$ cat src/pkg/tgmsr_pkg.sv
// Constants, register map and carrier types of the receive status register slice.
// Assumes a 32-bit register port with byte offsets and one clock domain.
package tgmsr_pkg;

   // Register byte offsets.
   localparam logic [7:0] TGMSR_OFF_UNDER_FCS   = 8'h40;
   localparam logic [7:0] TGMSR_OFF_MISS_OVER   = 8'h44;
   localparam logic [7:0] TGMSR_OFF_GAP_LEN     = 8'h48;
   localparam logic [7:0] TGMSR_OFF_CODING      = 8'h5C;
   localparam logic [7:0] TGMSR_OFF_PHY         = 8'h60;
   localparam logic [7:0] TGMSR_OFF_UDP_IP      = 8'h64;
   localparam logic [7:0] TGMSR_OFF_UDP_PORT    = 8'h68;
   localparam logic [7:0] TGMSR_OFF_TCP_IP      = 8'h80;

   // Field positions.
   localparam int TGMSR_HALF_HI_LSB   = 16;
   localparam int TGMSR_LOCK_BIT      = 0;
   localparam int TGMSR_TXDIS_BIT     = 8;
   localparam int TGMSR_OPTICAL_LSB   = 24;

   // Reset values.
   localparam logic [31:0] TGMSR_RST_WORD  = 32'h0000_0000;
   localparam logic [15:0] TGMSR_RST_COUNT = 16'h0000;

   // Frame length limits and the idle gap ceiling, in bytes.
   localparam logic [15:0] TGMSR_MIN_FRAME     = 16'h0040;
   localparam logic [15:0] TGMSR_MAX_FRAME     = 16'h05EE;
   localparam logic [15:0] TGMSR_MAX_LEN_FIELD = 16'h05DC;
   localparam logic [15:0] TGMSR_MIN_PAYLOAD   = 16'h002E;
   localparam logic [15:0] TGMSR_HDR_FCS_BYTES = 16'h0012;
   localparam logic [15:0] TGMSR_GAP_MAX       = 16'hFFFF;

   // Status FIFO geometry.
   localparam int TGMSR_FIFO_DEPTH = 16;

   // Summary of one received frame, handed over at frame end.
   typedef struct packed {
      logic        fcs_ok;
      logic [15:0] frame_bytes;
      logic [15:0] len_type;
      logic [47:0] dest_mac;
   } tgmsr_frame_t;

   localparam int TGMSR_FRAME_W = $bits(tgmsr_frame_t);

   // One register access request.
   typedef struct packed {
      logic        rd;
      logic        wr;
      logic [7:0]  addr;
      logic [31:0] wdata;
   } tgmsr_reg_req_t;

endpackage

$ cat src/verilog/tgmsr_fifo.sv
// Synchronous FIFO with valid/ready on both sides, width and depth parameters.
// Assumes one clock and a synchronous active-low reset; depth is a power of two.
`timescale 1ns/1ns
`default_nettype none
module tgmsr_fifo #(
   parameter int WIDTH = 8,
   parameter int DEPTH = 16
) (
   input  wire logic             i_mclk,
   input  wire logic             i_rst_b,
   input  wire logic             i_in_valid,
   output logic                  o_in_ready,
   input  wire logic [WIDTH-1:0] i_in_data,
   output logic                  o_out_valid,
   input  wire logic             i_out_ready,
   output logic      [WIDTH-1:0] o_out_data
);
   localparam int AW = $clog2(DEPTH);

   logic [WIDTH-1:0] mem_r [DEPTH];
   logic [AW:0]      wr_ptr_r;
   logic [AW:0]      rd_ptr_r;
   logic             full;
   logic             empty;
   logic             push;
   logic             pop;

   // Full when pointers differ only in the wrap bit.
   assign full        = (wr_ptr_r[AW] != rd_ptr_r[AW]) && (wr_ptr_r[AW-1:0] == rd_ptr_r[AW-1:0]);
   assign empty       = (wr_ptr_r == rd_ptr_r);
   assign o_in_ready  = !full;
   assign o_out_valid = !empty;
   assign push        = i_in_valid && !full;
   assign pop         = i_out_ready && !empty;
   assign o_out_data  = mem_r[rd_ptr_r[AW-1:0]];

   always_ff @(posedge i_mclk) begin
      if (push) begin
         mem_r[wr_ptr_r[AW-1:0]] <= i_in_data;
      end
   end

   always_ff @(posedge i_mclk) begin
      if (!i_rst_b) begin
         wr_ptr_r <= '0;
      end else if (push) begin
         wr_ptr_r <= wr_ptr_r + 1'b1;
      end
   end

   always_ff @(posedge i_mclk) begin
      if (!i_rst_b) begin
         rd_ptr_r <= '0;
      end else if (pop) begin
         rd_ptr_r <= rd_ptr_r + 1'b1;
      end
   end
endmodule // tgmsr_fifo
`default_nettype wire

$ cat src/verilog/tgmsr_regs.sv
// Receive status and network endpoint register slice of a 10 Gb/s Ethernet path.
// Assumes frame summaries arrive at frame end, idle byte counts per cycle, and
// a 32-bit register port with one-cycle read/write strobes, all on i_mclk.
//
// Contract
// RL1 - Frames whose frame check sequence fails are counted once each, read-only.
// RL2 - Frames shorter than the minimum valid length are counted, read-only.
// RL3 - Frames whose destination differs from the local station address are counted in the upper half of 0x44.
// RL4 - Frames longer than the maximum valid length are counted in the lower half of 0x44.
// RL5 - Frames whose length field disagrees with the received length are counted in the lower half of 0x48.
// RL6 - The idle gap between received packets is measured in bytes and shown in the upper half of 0x48.
// RL7 - Bit zero of the coding core byte shows block lock and bits seven to one read zero.
// RL8 - The transmit-disable request of the coding core is shown read-only in bit eight.
// RL9 - The optical module state sits in the top byte of 0x60 and the PHY identity in its lower half.
// RL10 - A writable 32-bit word at 0x64 is the UDP server IPv4 address, first byte in bits 31 to 24.
// RL11 - The lower half of the UDP port word is the writable remote UDP port.
// RL12 - The upper half of the UDP port word is the writable local UDP source port.
// RL13 - A writable 32-bit word at 0x80 is the TCP server IPv4 address, first byte in bits 31 to 24.
// RL14 - Each 16-bit frame counter adds one per qualifying frame, wraps to zero and ignores writes.
`timescale 1ns/1ns
`default_nettype none
module tgmsr_regs
   import tgmsr_pkg::*;
(
   input  wire logic            i_mclk,
   input  wire logic            i_rst_b,
   // Register port.
   input  wire tgmsr_reg_req_t  i_reg_req,
   output logic [31:0]          o_reg_rdata,
   output logic                 o_reg_ack,
   // Frame summaries from the receive path.
   input  wire logic            i_frm_valid,
   output logic                 o_frm_ready,
   input  wire tgmsr_frame_t    i_frm_data,
   input  wire logic [47:0]     i_local_mac,
   // Line activity for the gap measurement.
   input  wire logic            i_rx_active,
   input  wire logic [3:0]      i_rx_idle_bytes,
   // Coding layer and PHY state.
   input  wire logic            i_block_lock,
   input  wire logic            i_tx_disable_req,
   input  wire logic [15:0]     i_phy_ident,
   input  wire logic [7:0]      i_optical_module_state,
   // Endpoint settings.
   output logic [31:0]          o_udp_server_ip,
   output logic [15:0]          o_udp_remote_port,
   output logic [15:0]          o_udp_source_port,
   output logic [31:0]          o_tcp_server_ip
);

   tgmsr_frame_t frm_head;
   logic         frm_avail;
   logic         frm_take;

   logic [15:0]  rx_fcs_fail_count_r;
   logic [15:0]  rx_undersize_count_r;
   logic [15:0]  rx_addr_miss_count_r;
   logic [15:0]  rx_oversize_count_r;
   logic [15:0]  rx_len_mismatch_count_r;
   logic [15:0]  rx_gap_bytes_r;
   logic [15:0]  gap_accum_r;
   logic [15:0]  gap_accum_nxt;
   logic         rx_active_r;

   logic         coding_lock_r;
   logic         tx_disable_r;
   logic [15:0]  phy_ident_r;
   logic [7:0]   optical_module_state_r;

   logic [31:0]  udp_server_ip_r;
   logic [31:0]  udp_port_pair_r;
   logic [31:0]  tcp_server_ip_r;

   logic [15:0]  expect_payload;
   logic         is_undersize;
   logic         is_oversize;
   logic         is_addr_miss;
   logic         is_len_mismatch;

   logic [31:0]  rdata_nxt;

   // Frame summaries queue up here so that bursts of short frames are not lost
   // while the counters are held still during a register read.
   tgmsr_fifo #(
      .WIDTH (TGMSR_FRAME_W),
      .DEPTH (TGMSR_FIFO_DEPTH)
   ) u_frm_fifo (
      .i_mclk      (i_mclk),
      .i_rst_b     (i_rst_b),
      .i_in_valid  (i_frm_valid),
      .o_in_ready  (o_frm_ready),
      .i_in_data   (i_frm_data),
      .o_out_valid (frm_avail),
      .i_out_ready (frm_take),
      .o_out_data  (frm_head)
   );

   // Draining pauses on a read so the word returned is one consistent snapshot.
   assign frm_take = frm_avail && !i_reg_req.rd;

   // Padded frames carry a short length field; the payload then is the minimum.
   always_comb begin
      if (frm_head.len_type < TGMSR_MIN_PAYLOAD) begin
         expect_payload = TGMSR_MIN_PAYLOAD;
      end else begin
         expect_payload = frm_head.len_type;
      end
   end

   assign is_undersize    = frm_head.frame_bytes < TGMSR_MIN_FRAME;   // [RL2]
   assign is_oversize     = frm_head.frame_bytes > TGMSR_MAX_FRAME;   // [RL4]
   assign is_addr_miss    = frm_head.dest_mac != i_local_mac;         // [RL3]
   // Values above the length limit are type codes and are never checked.
   assign is_len_mismatch = (frm_head.len_type <= TGMSR_MAX_LEN_FIELD) &&
                            !is_undersize &&
                            (expect_payload != frm_head.frame_bytes - TGMSR_HDR_FCS_BYTES); // [RL5]

   always_ff @(posedge i_mclk) begin
      if (!i_rst_b) begin
         rx_fcs_fail_count_r <= TGMSR_RST_COUNT;
      end else if (frm_take && !frm_head.fcs_ok) begin
         rx_fcs_fail_count_r <= rx_fcs_fail_count_r + 16'h0001; // [RL1] [RL14]
      end
   end

   always_ff @(posedge i_mclk) begin
      if (!i_rst_b) begin
         rx_undersize_count_r <= TGMSR_RST_COUNT;
      end else if (frm_take && is_undersize) begin
         rx_undersize_count_r <= rx_undersize_count_r + 16'h0001; // [RL2] [RL14]
      end
   end

   always_ff @(posedge i_mclk) begin
      if (!i_rst_b) begin
         rx_addr_miss_count_r <= TGMSR_RST_COUNT;
      end else if (frm_take && is_addr_miss) begin
         rx_addr_miss_count_r <= rx_addr_miss_count_r + 16'h0001; // [RL3] [RL14]
      end
   end

   always_ff @(posedge i_mclk) begin
      if (!i_rst_b) begin
         rx_oversize_count_r <= TGMSR_RST_COUNT;
      end else if (frm_take && is_oversize) begin
         rx_oversize_count_r <= rx_oversize_count_r + 16'h0001; // [RL4] [RL14]
      end
   end

   always_ff @(posedge i_mclk) begin
      if (!i_rst_b) begin
         rx_len_mismatch_count_r <= TGMSR_RST_COUNT;
      end else if (frm_take && is_len_mismatch) begin
         rx_len_mismatch_count_r <= rx_len_mismatch_count_r + 16'h0001; // [RL5] [RL14]
      end
   end

   // The gap accumulator saturates so a long idle line never reads as a short gap.
   always_comb begin
      if (gap_accum_r > TGMSR_GAP_MAX - {12'h000, i_rx_idle_bytes}) begin
         gap_accum_nxt = TGMSR_GAP_MAX;
      end else begin
         gap_accum_nxt = gap_accum_r + {12'h000, i_rx_idle_bytes};
      end
   end

   always_ff @(posedge i_mclk) begin
      if (!i_rst_b) begin
         rx_active_r <= 1'b0;
      end else begin
         rx_active_r <= i_rx_active;
      end
   end

   always_ff @(posedge i_mclk) begin
      if (!i_rst_b) begin
         gap_accum_r <= TGMSR_RST_COUNT;
      end else if (i_rx_active && !rx_active_r) begin
         gap_accum_r <= TGMSR_RST_COUNT;
      end else if (!i_rx_active) begin
         gap_accum_r <= gap_accum_nxt; // [RL6]
      end
   end

   // The gap is latched at the start of the next packet.
   always_ff @(posedge i_mclk) begin
      if (!i_rst_b) begin
         rx_gap_bytes_r <= TGMSR_RST_COUNT;
      end else if (i_rx_active && !rx_active_r) begin
         rx_gap_bytes_r <= gap_accum_r; // [RL6]
      end
   end

   always_ff @(posedge i_mclk) begin
      if (!i_rst_b) begin
         coding_lock_r <= 1'b0;
         tx_disable_r  <= 1'b0;
      end else begin
         coding_lock_r <= i_block_lock;     // [RL7]
         tx_disable_r  <= i_tx_disable_req; // [RL8]
      end
   end

   always_ff @(posedge i_mclk) begin
      if (!i_rst_b) begin
         phy_ident_r            <= 16'h0000;
         optical_module_state_r <= 8'h00;
      end else begin
         phy_ident_r            <= i_phy_ident;            // [RL9]
         optical_module_state_r <= i_optical_module_state; // [RL9]
      end
   end

   // Endpoint settings take whole-word writes only; the port has no byte lanes.
   always_ff @(posedge i_mclk) begin
      if (!i_rst_b) begin
         udp_server_ip_r <= TGMSR_RST_WORD;
      end else if (i_reg_req.wr && i_reg_req.addr == TGMSR_OFF_UDP_IP) begin
         udp_server_ip_r <= i_reg_req.wdata; // [RL10]
      end
   end

   always_ff @(posedge i_mclk) begin
      if (!i_rst_b) begin
         udp_port_pair_r <= TGMSR_RST_WORD;
      end else if (i_reg_req.wr && i_reg_req.addr == TGMSR_OFF_UDP_PORT) begin
         udp_port_pair_r <= i_reg_req.wdata; // [RL11] [RL12]
      end
   end

   always_ff @(posedge i_mclk) begin
      if (!i_rst_b) begin
         tcp_server_ip_r <= TGMSR_RST_WORD;
      end else if (i_reg_req.wr && i_reg_req.addr == TGMSR_OFF_TCP_IP) begin
         tcp_server_ip_r <= i_reg_req.wdata; // [RL13]
      end
   end

   assign o_udp_server_ip   = udp_server_ip_r;
   assign o_udp_remote_port = udp_port_pair_r[TGMSR_HALF_HI_LSB-1:0];  // [RL11]
   assign o_udp_source_port = udp_port_pair_r[31:TGMSR_HALF_HI_LSB];   // [RL12]
   assign o_tcp_server_ip   = tcp_server_ip_r;

   // Read decode; counters and status words ignore writes, unmapped reads give zero.
   always_comb begin
      rdata_nxt = TGMSR_RST_WORD;
      case (i_reg_req.addr)
         TGMSR_OFF_UNDER_FCS: begin
            rdata_nxt = {rx_undersize_count_r, rx_fcs_fail_count_r}; // [RL1] [RL2]
         end
         TGMSR_OFF_MISS_OVER: begin
            rdata_nxt = {rx_addr_miss_count_r, rx_oversize_count_r}; // [RL3] [RL4]
         end
         TGMSR_OFF_GAP_LEN: begin
            rdata_nxt = {rx_gap_bytes_r, rx_len_mismatch_count_r}; // [RL5] [RL6]
         end
         TGMSR_OFF_CODING: begin
            rdata_nxt[TGMSR_LOCK_BIT]  = coding_lock_r; // [RL7]
            rdata_nxt[TGMSR_TXDIS_BIT] = tx_disable_r;  // [RL8]
         end
         TGMSR_OFF_PHY: begin
            rdata_nxt[31:TGMSR_OPTICAL_LSB]    = optical_module_state_r; // [RL9]
            rdata_nxt[TGMSR_HALF_HI_LSB-1:0]   = phy_ident_r;            // [RL9]
         end
         TGMSR_OFF_UDP_IP: begin
            rdata_nxt = udp_server_ip_r;
         end
         TGMSR_OFF_UDP_PORT: begin
            rdata_nxt = udp_port_pair_r;
         end
         TGMSR_OFF_TCP_IP: begin
            rdata_nxt = tcp_server_ip_r;
         end
         default: begin
            rdata_nxt = TGMSR_RST_WORD;
         end
      endcase
   end

   always_ff @(posedge i_mclk) begin
      if (!i_rst_b) begin
         o_reg_rdata <= TGMSR_RST_WORD;
      end else if (i_reg_req.rd) begin
         o_reg_rdata <= rdata_nxt;
      end
   end

   always_ff @(posedge i_mclk) begin
      if (!i_rst_b) begin
         o_reg_ack <= 1'b0;
      end else begin
         o_reg_ack <= i_reg_req.rd || i_reg_req.wr;
      end
   end

endmodule // tgmsr_regs
`default_nettype wire

$ cat config.mk
export PLATFORM = sky130hd
export DESIGN_NAME = tgmsr_regs
export DESIGN_NICKNAME = d
export VERILOG_FILES = /design/src/pkg/tgmsr_pkg.sv /design/src/verilog/tgmsr_fifo.sv /design/src/verilog/tgmsr_regs.sv
export SDC_FILE = /design/constraint.sdc
export NUM_CORES = 2
export LEC_CHECK = 0
export BUFFER_PORTS_ARGS = -buffer_cell sky130_fd_sc_hd__clkbuf_2
export CAP_MARGIN = 40
export CORE_ASPECT_RATIO = 0.75
export CORE_MARGIN = 1.5
export CORE_UTILIZATION = 47
export DETAILED_ROUTE_END_ITERATION = 10
export PLACE_DENSITY = 0.75
export SYNTH_ARGS = -nofsm -noshare
export SYNTH_HDL_FRONTEND = slang
export SYNTH_HIERARCHICAL = 1
export SYNTH_SLANG_ARGS = --single-unit
$ cat constraint.sdc
create_clock -name i_mclk -period 7.5 [get_ports i_mclk]
set_clock_uncertainty 0.15 [all_clocks]
set_input_delay 0.75 -clock i_mclk [delete_from_list [all_inputs] [get_ports i_mclk]]
set_output_delay 0.75 -clock i_mclk [all_outputs]
set_load 0.05 [all_outputs]
==> impl_metrics.csv <==
group,metric,value,unit
status,outcome,"complete, no violations",
logic_synthesis,synth-async-reset-ratio,0,
global_routing,globalRouteTotalUtil,0.2399,
global_routing,use_met3,0.05524,
sta,max_clock_freq,195.6,MHz
floorplan,die_width,422.0,microns
sta,final_min_period_over_clock_period,0.6817,
logic_synthesis,synth.top_cells.by_count,"1296 x sky130_fd_sc_hd__edfxtp_1, 405 x sky130_fd_sc_hd__mux4_2, 291 x sky130_fd_sc_hd__nand2_1, 282 x sky130_fd_sc_hd__dfxtp_1, 188 x sky130_fd_sc_hd__a21oi_1",
detailed_routing,postRouteAntennaNets,0,
worst_setup_path,worst_ep_arrival_time,5630,ps
worst_setup_path,regToRegSetupSlack,2390,ps
logic_synthesis,count_of_flip_flops_with_a_built_in_enable_after_synthesis,1296,
logic_synthesis,yosys.cell_types.count,68,
place,detailed_place_hpwl,92.24,mm
layout,syn2layout_area_growth,14.64,%
global_routing,antenna_found_initial,24,
clocking,clkLatencyLatePin,790,ps
worst_setup_path,timing.critical_path.fanout_max,77,
logic_synthesis,dominantRegCellSynth,"sky130_fd_sc_hd__edfxtp_1",
global_routing,global_route_wire_length_before_repair,234.8,mm
layout,fin_area,0.07095,sq mm
detailed_routing,detailedRoute.firstPassIterationCount,7,
logic_synthesis,yosysTopAreaCell,"sky130_fd_sc_hd__edfxtp_1",
logic_synthesis,synth_top_area_share,0.6288,
pwr,internal_power,14.25,mW
worst_setup_path,cp-start-kind,"flop",
clocking,tritoncts,"done",
logic_synthesis,yosys_warnings,6,
logic_synthesis,post-synth-top-count-cell,"sky130_fd_sc_hd__edfxtp_1",
floorplan,boundaryPins,335,
clocking,cts_max_level,4,
hold_path,hp-class,"input port to flop",
pwr,power_frac_seq,0.528,
pwr,p_sw,3.970,mW
clocking,cts_inserted_buffers,151,
place,port-buffer-count,334,
logic_synthesis,share_of_synthesized_area_occupied_by_flip_flops_and_latches,0.7200,
clocking,root_buffer,"sky130_fd_sc_hd__clkbuf_16",
clocking,count_of_clock_tree_sinks,1578,
pwr,clock_power_share,0.411,
sta,maxSlewHeadroom,0.3595,
pwr,combPwrFrac,0.061,
place,placed_cells_incl_taps,5372,
worst_setup_path,worst_setup_path_end_kind,"flop",
floorplan,fp.coreArea,0.1309,sq mm
logic_synthesis,synth_nets,3617,
place,post_dp_cell_area,0.06593,sq mm
pwr,sw_ratio,0.2179,
worst_setup_path,required,8010,ps
global_routing,grt_start_max_net_pins,122,
pwr,vdd_ir_drop_max,0.0002613,V
sta,setup_tns,0,ps
clocking,worst_setup_hold_path_clk_slew,60,ps
floorplan,design.die.area,0.1339,sq mm
detailed_routing,routed_wl,161.8,mm
logic_synthesis,synth_area_per_cell,18.24,sq um
worst_setup_path,reg2reg_depth,11,
sta,timing.final.crit_period,5112,ps
sta,setup_viol,0,
layout,non_filler_instance_count_after_layout,5668,
worst_setup_path,endpoint,"rx_len_mismatch_count_r[14]$_SDFFE_PN0P_",
sta,setup_repair_after_global_routing_missed_its_margin,"false",
sta,drv_slew,0,
run,max_cap_violations,0,
floorplan,die-height,317.3,microns
global_routing,grt_pass1_vias,34122,
global_routing,grtUsageMet2,0.3867,
logic_synthesis,yosys_register_bits,1578,
global_routing,globalRouteOverflowTotal,0,
layout,layout.nets,4010,
sta,timing_hold_violations_final,0,
worst_setup_path,crit_type,"flop to flop",
pwr,power_per_cell_area,256.7,mW/mm^2
layout,nFillCells,9723,
logic_synthesis,synthesized_netlist_cell_count,3394,
detailed_routing,dr_total_vias,34827,
logic_synthesis,synthTopCellsByArea,"sky130_fd_sc_hd__edfxtp_1 63%, sky130_fd_sc_hd__mux4_2 15%, sky130_fd_sc_hd__dfxtp_1 9.1%",
detailed_routing,routedWlPerCell,28.54,microns
place,setup_slack_after_placement,2440,ps
floorplan,initial_utilization,0.4727,
pwr,total_leakage_power,22.21,nW
floorplan,placement_rows,115,
detailed_routing,drt_iter0_drc,4877,
place,finalWeightedCongestion,0.8423,
layout,layout-drive-gt1-share,0.2756,
sta,worstMarginPinSlew,958.5,ps
detailed_routing,detail_route.drc_violations,0,
global_routing,grt-busiest-layer,"met2",
worst_setup_path,crit-reg2reg-capture,"rx_len_mismatch_count_r[14]$_SDFFE_PN0P_",
logic_synthesis,post_synth_instance_area,0.06189,sq mm
clocking,cts_max_path_buffers,3,
sta,fin_ws,2388,ps
detailed_routing,via_per_inst,6.144,
global_routing,use_met1,0.3295,
logic make-up after synthesis:
kind of cell / after synthesis / synth area share
multiplexers: 424 / 0.1505
XOR/XNOR: 129 / 0.01838
adder cells (fa/ha/maj): 18 / 0.003760
AND/OR/NAND/NOR: 639 / 0.04967
AO/OA/AOI/OAI: 389 / 0.04051
flip-flops: 1578 / 0.7200
buffers and inverters: 217 / 0.01718
routing by layer:
layer | wire [microns] | vias up
met2 | 77870 | 2092
met3 | 16510 | 328
met1 | 62920 | 17918
met5 | 217 | -
li1 | - | 14457
met4 | 4256 | 32
power by group through the flow:
stage          Combinational (mW)  Sequential [mW]  Clock (mW)
5_1_grt                      1.18             9.62        7.92
3_3_place_gp                 1.06             9.80           0
4_1_cts                      1.11             9.62        7.58
6_report                     1.11             9.62        7.49
2_1_floorplan               0.714             9.80           0
3_5_place_dp                 1.09             9.80           0
registers in the layout (all words and copies together), names as in the netlist, named ones only:
name                     flops
rx_fcs_fail_count_r         16
tx_disable_r                 1
coding_lock_r                1
rx_active_r                  1
o_tcp_server_ip             32
o_udp_server_ip             32
phy_ident_r                 16
u_frm_fifo/rd_ptr_r          5
rx_undersize_count_r        16
optical_module_state_r       8
rx_len_mismatch_count_r     16
o_reg_ack                    1
o_reg_rdata                 32
u_frm_fifo/mem_r          1296
udp_port_pair_r             32
gap_accum_r                 16
u_frm_fifo/wr_ptr_r          5
rx_oversize_count_r         16
rx_gap_bytes_r              16
rx_addr_miss_count_r        16
how the worst min path moves through the flow:
stage                                    startpoint                              end  slack [ps]  depth (start not counted)
detailed placement  rx_gap_bytes_r[13]$_SDFFE_PN0P_  rx_gap_bytes_r[13]$_SDFFE_PN0P_         300                          2
floorplan            rx_gap_bytes_r[0]$_SDFFE_PN0P_   rx_gap_bytes_r[0]$_SDFFE_PN0P_         290                          2
global route                        i_phy_ident[11]       phy_ident_r[11]$_SDFF_PN0_          20                          2
global placement     rx_gap_bytes_r[3]$_SDFFE_PN0P_   rx_gap_bytes_r[3]$_SDFFE_PN0P_         290                          2
CTS                                  i_phy_ident[5]        phy_ident_r[5]$_SDFF_PN0_           8                          2
finish                              i_phy_ident[11]       phy_ident_r[11]$_SDFF_PN0_          50                          2
worst max-delay path: stages, from the launching register on:
cell and delay [ps]:
sky130_fd_sc_hd__dfxtp_4 750, sky130_fd_sc_hd__buf_12 520, sky130_fd_sc_hd__mux4_2 610, sky130_fd_sc_hd__mux4_2 610, sky130_fd_sc_hd__inv_1 160, sky130_fd_sc_hd__a21oi_1 80
sky130_fd_sc_hd__o21ai_0 360, sky130_fd_sc_hd__nand3_1 610, sky130_fd_sc_hd__nor2_1 320, sky130_fd_sc_hd__o31ai_1 190, sky130_fd_sc_hd__or3_1 370, sky130_fd_sc_hd__mux2i_1 130
layout make-up:
type                    instances  area, sq um  area share
flip-flops and latches       1578        44580      0.6283
inverters                      31        121.4    0.001711
clock inverters                82        777.0     0.01095
repair buffers                426         2815     0.03968
multi-input cells            1599        16390      0.2311
diodes                          5        12.51   0.0001763
well taps                    1755         2196     0.03095
clock buffers                 192         4058     0.05719
what timing repair did:
item / CTS / global route
buffers inserted: 0 / 0
hold endpoints to repair: 17 / 0
hold buffers: 17 / 0
resized for setup: 0 / 0
through the flow:
stage	power, mW	hold slack (ps)	utilization
floorplan	10.51	285.9	-
global placement	10.86	293.8	0.5004
detailed placement	10.89	298.9	0.5036
CTS	18.31	7.844	0.5418
global route	18.72	24.56	0.5419
finish	18.22	48.47	0.5419
cell usage in the layout, fill, tap and decap left out, types with 16 or more instances in the layout:
master / instances
sky130_fd_sc_hd__clkbuf_1: 33
sky130_fd_sc_hd__a21oi_1: 187
sky130_fd_sc_hd__a222oi_1: 42
sky130_fd_sc_hd__o21ai_0: 30
sky130_fd_sc_hd__xnor2_1: 88
sky130_fd_sc_hd__clkinv_2: 26
sky130_fd_sc_hd__a22oi_1: 46
sky130_fd_sc_hd__nand3_1: 41
sky130_fd_sc_hd__clkbuf_16: 155
sky130_fd_sc_hd__ha_1: 17
sky130_fd_sc_hd__or3_1: 16
sky130_fd_sc_hd__dlygate4sd3_1: 17
sky130_fd_sc_hd__clkbuf_2: 334
sky130_fd_sc_hd__dfxtp_1: 278
sky130_fd_sc_hd__mux2i_1: 18
sky130_fd_sc_hd__nor2_1: 102
sky130_fd_sc_hd__buf_4: 47
sky130_fd_sc_hd__and2_1: 33
sky130_fd_sc_hd__clkinv_1: 31
sky130_fd_sc_hd__nand2_1: 291
sky130_fd_sc_hd__inv_1: 29
sky130_fd_sc_hd__xor2_1: 40
sky130_fd_sc_hd__mux4_2: 405
sky130_fd_sc_hd__edfxtp_1: 1296
sky130_fd_sc_hd__nand4_1: 41
sky130_fd_sc_hd__a31oi_1: 36
Power figures use the tool's default switching activity.
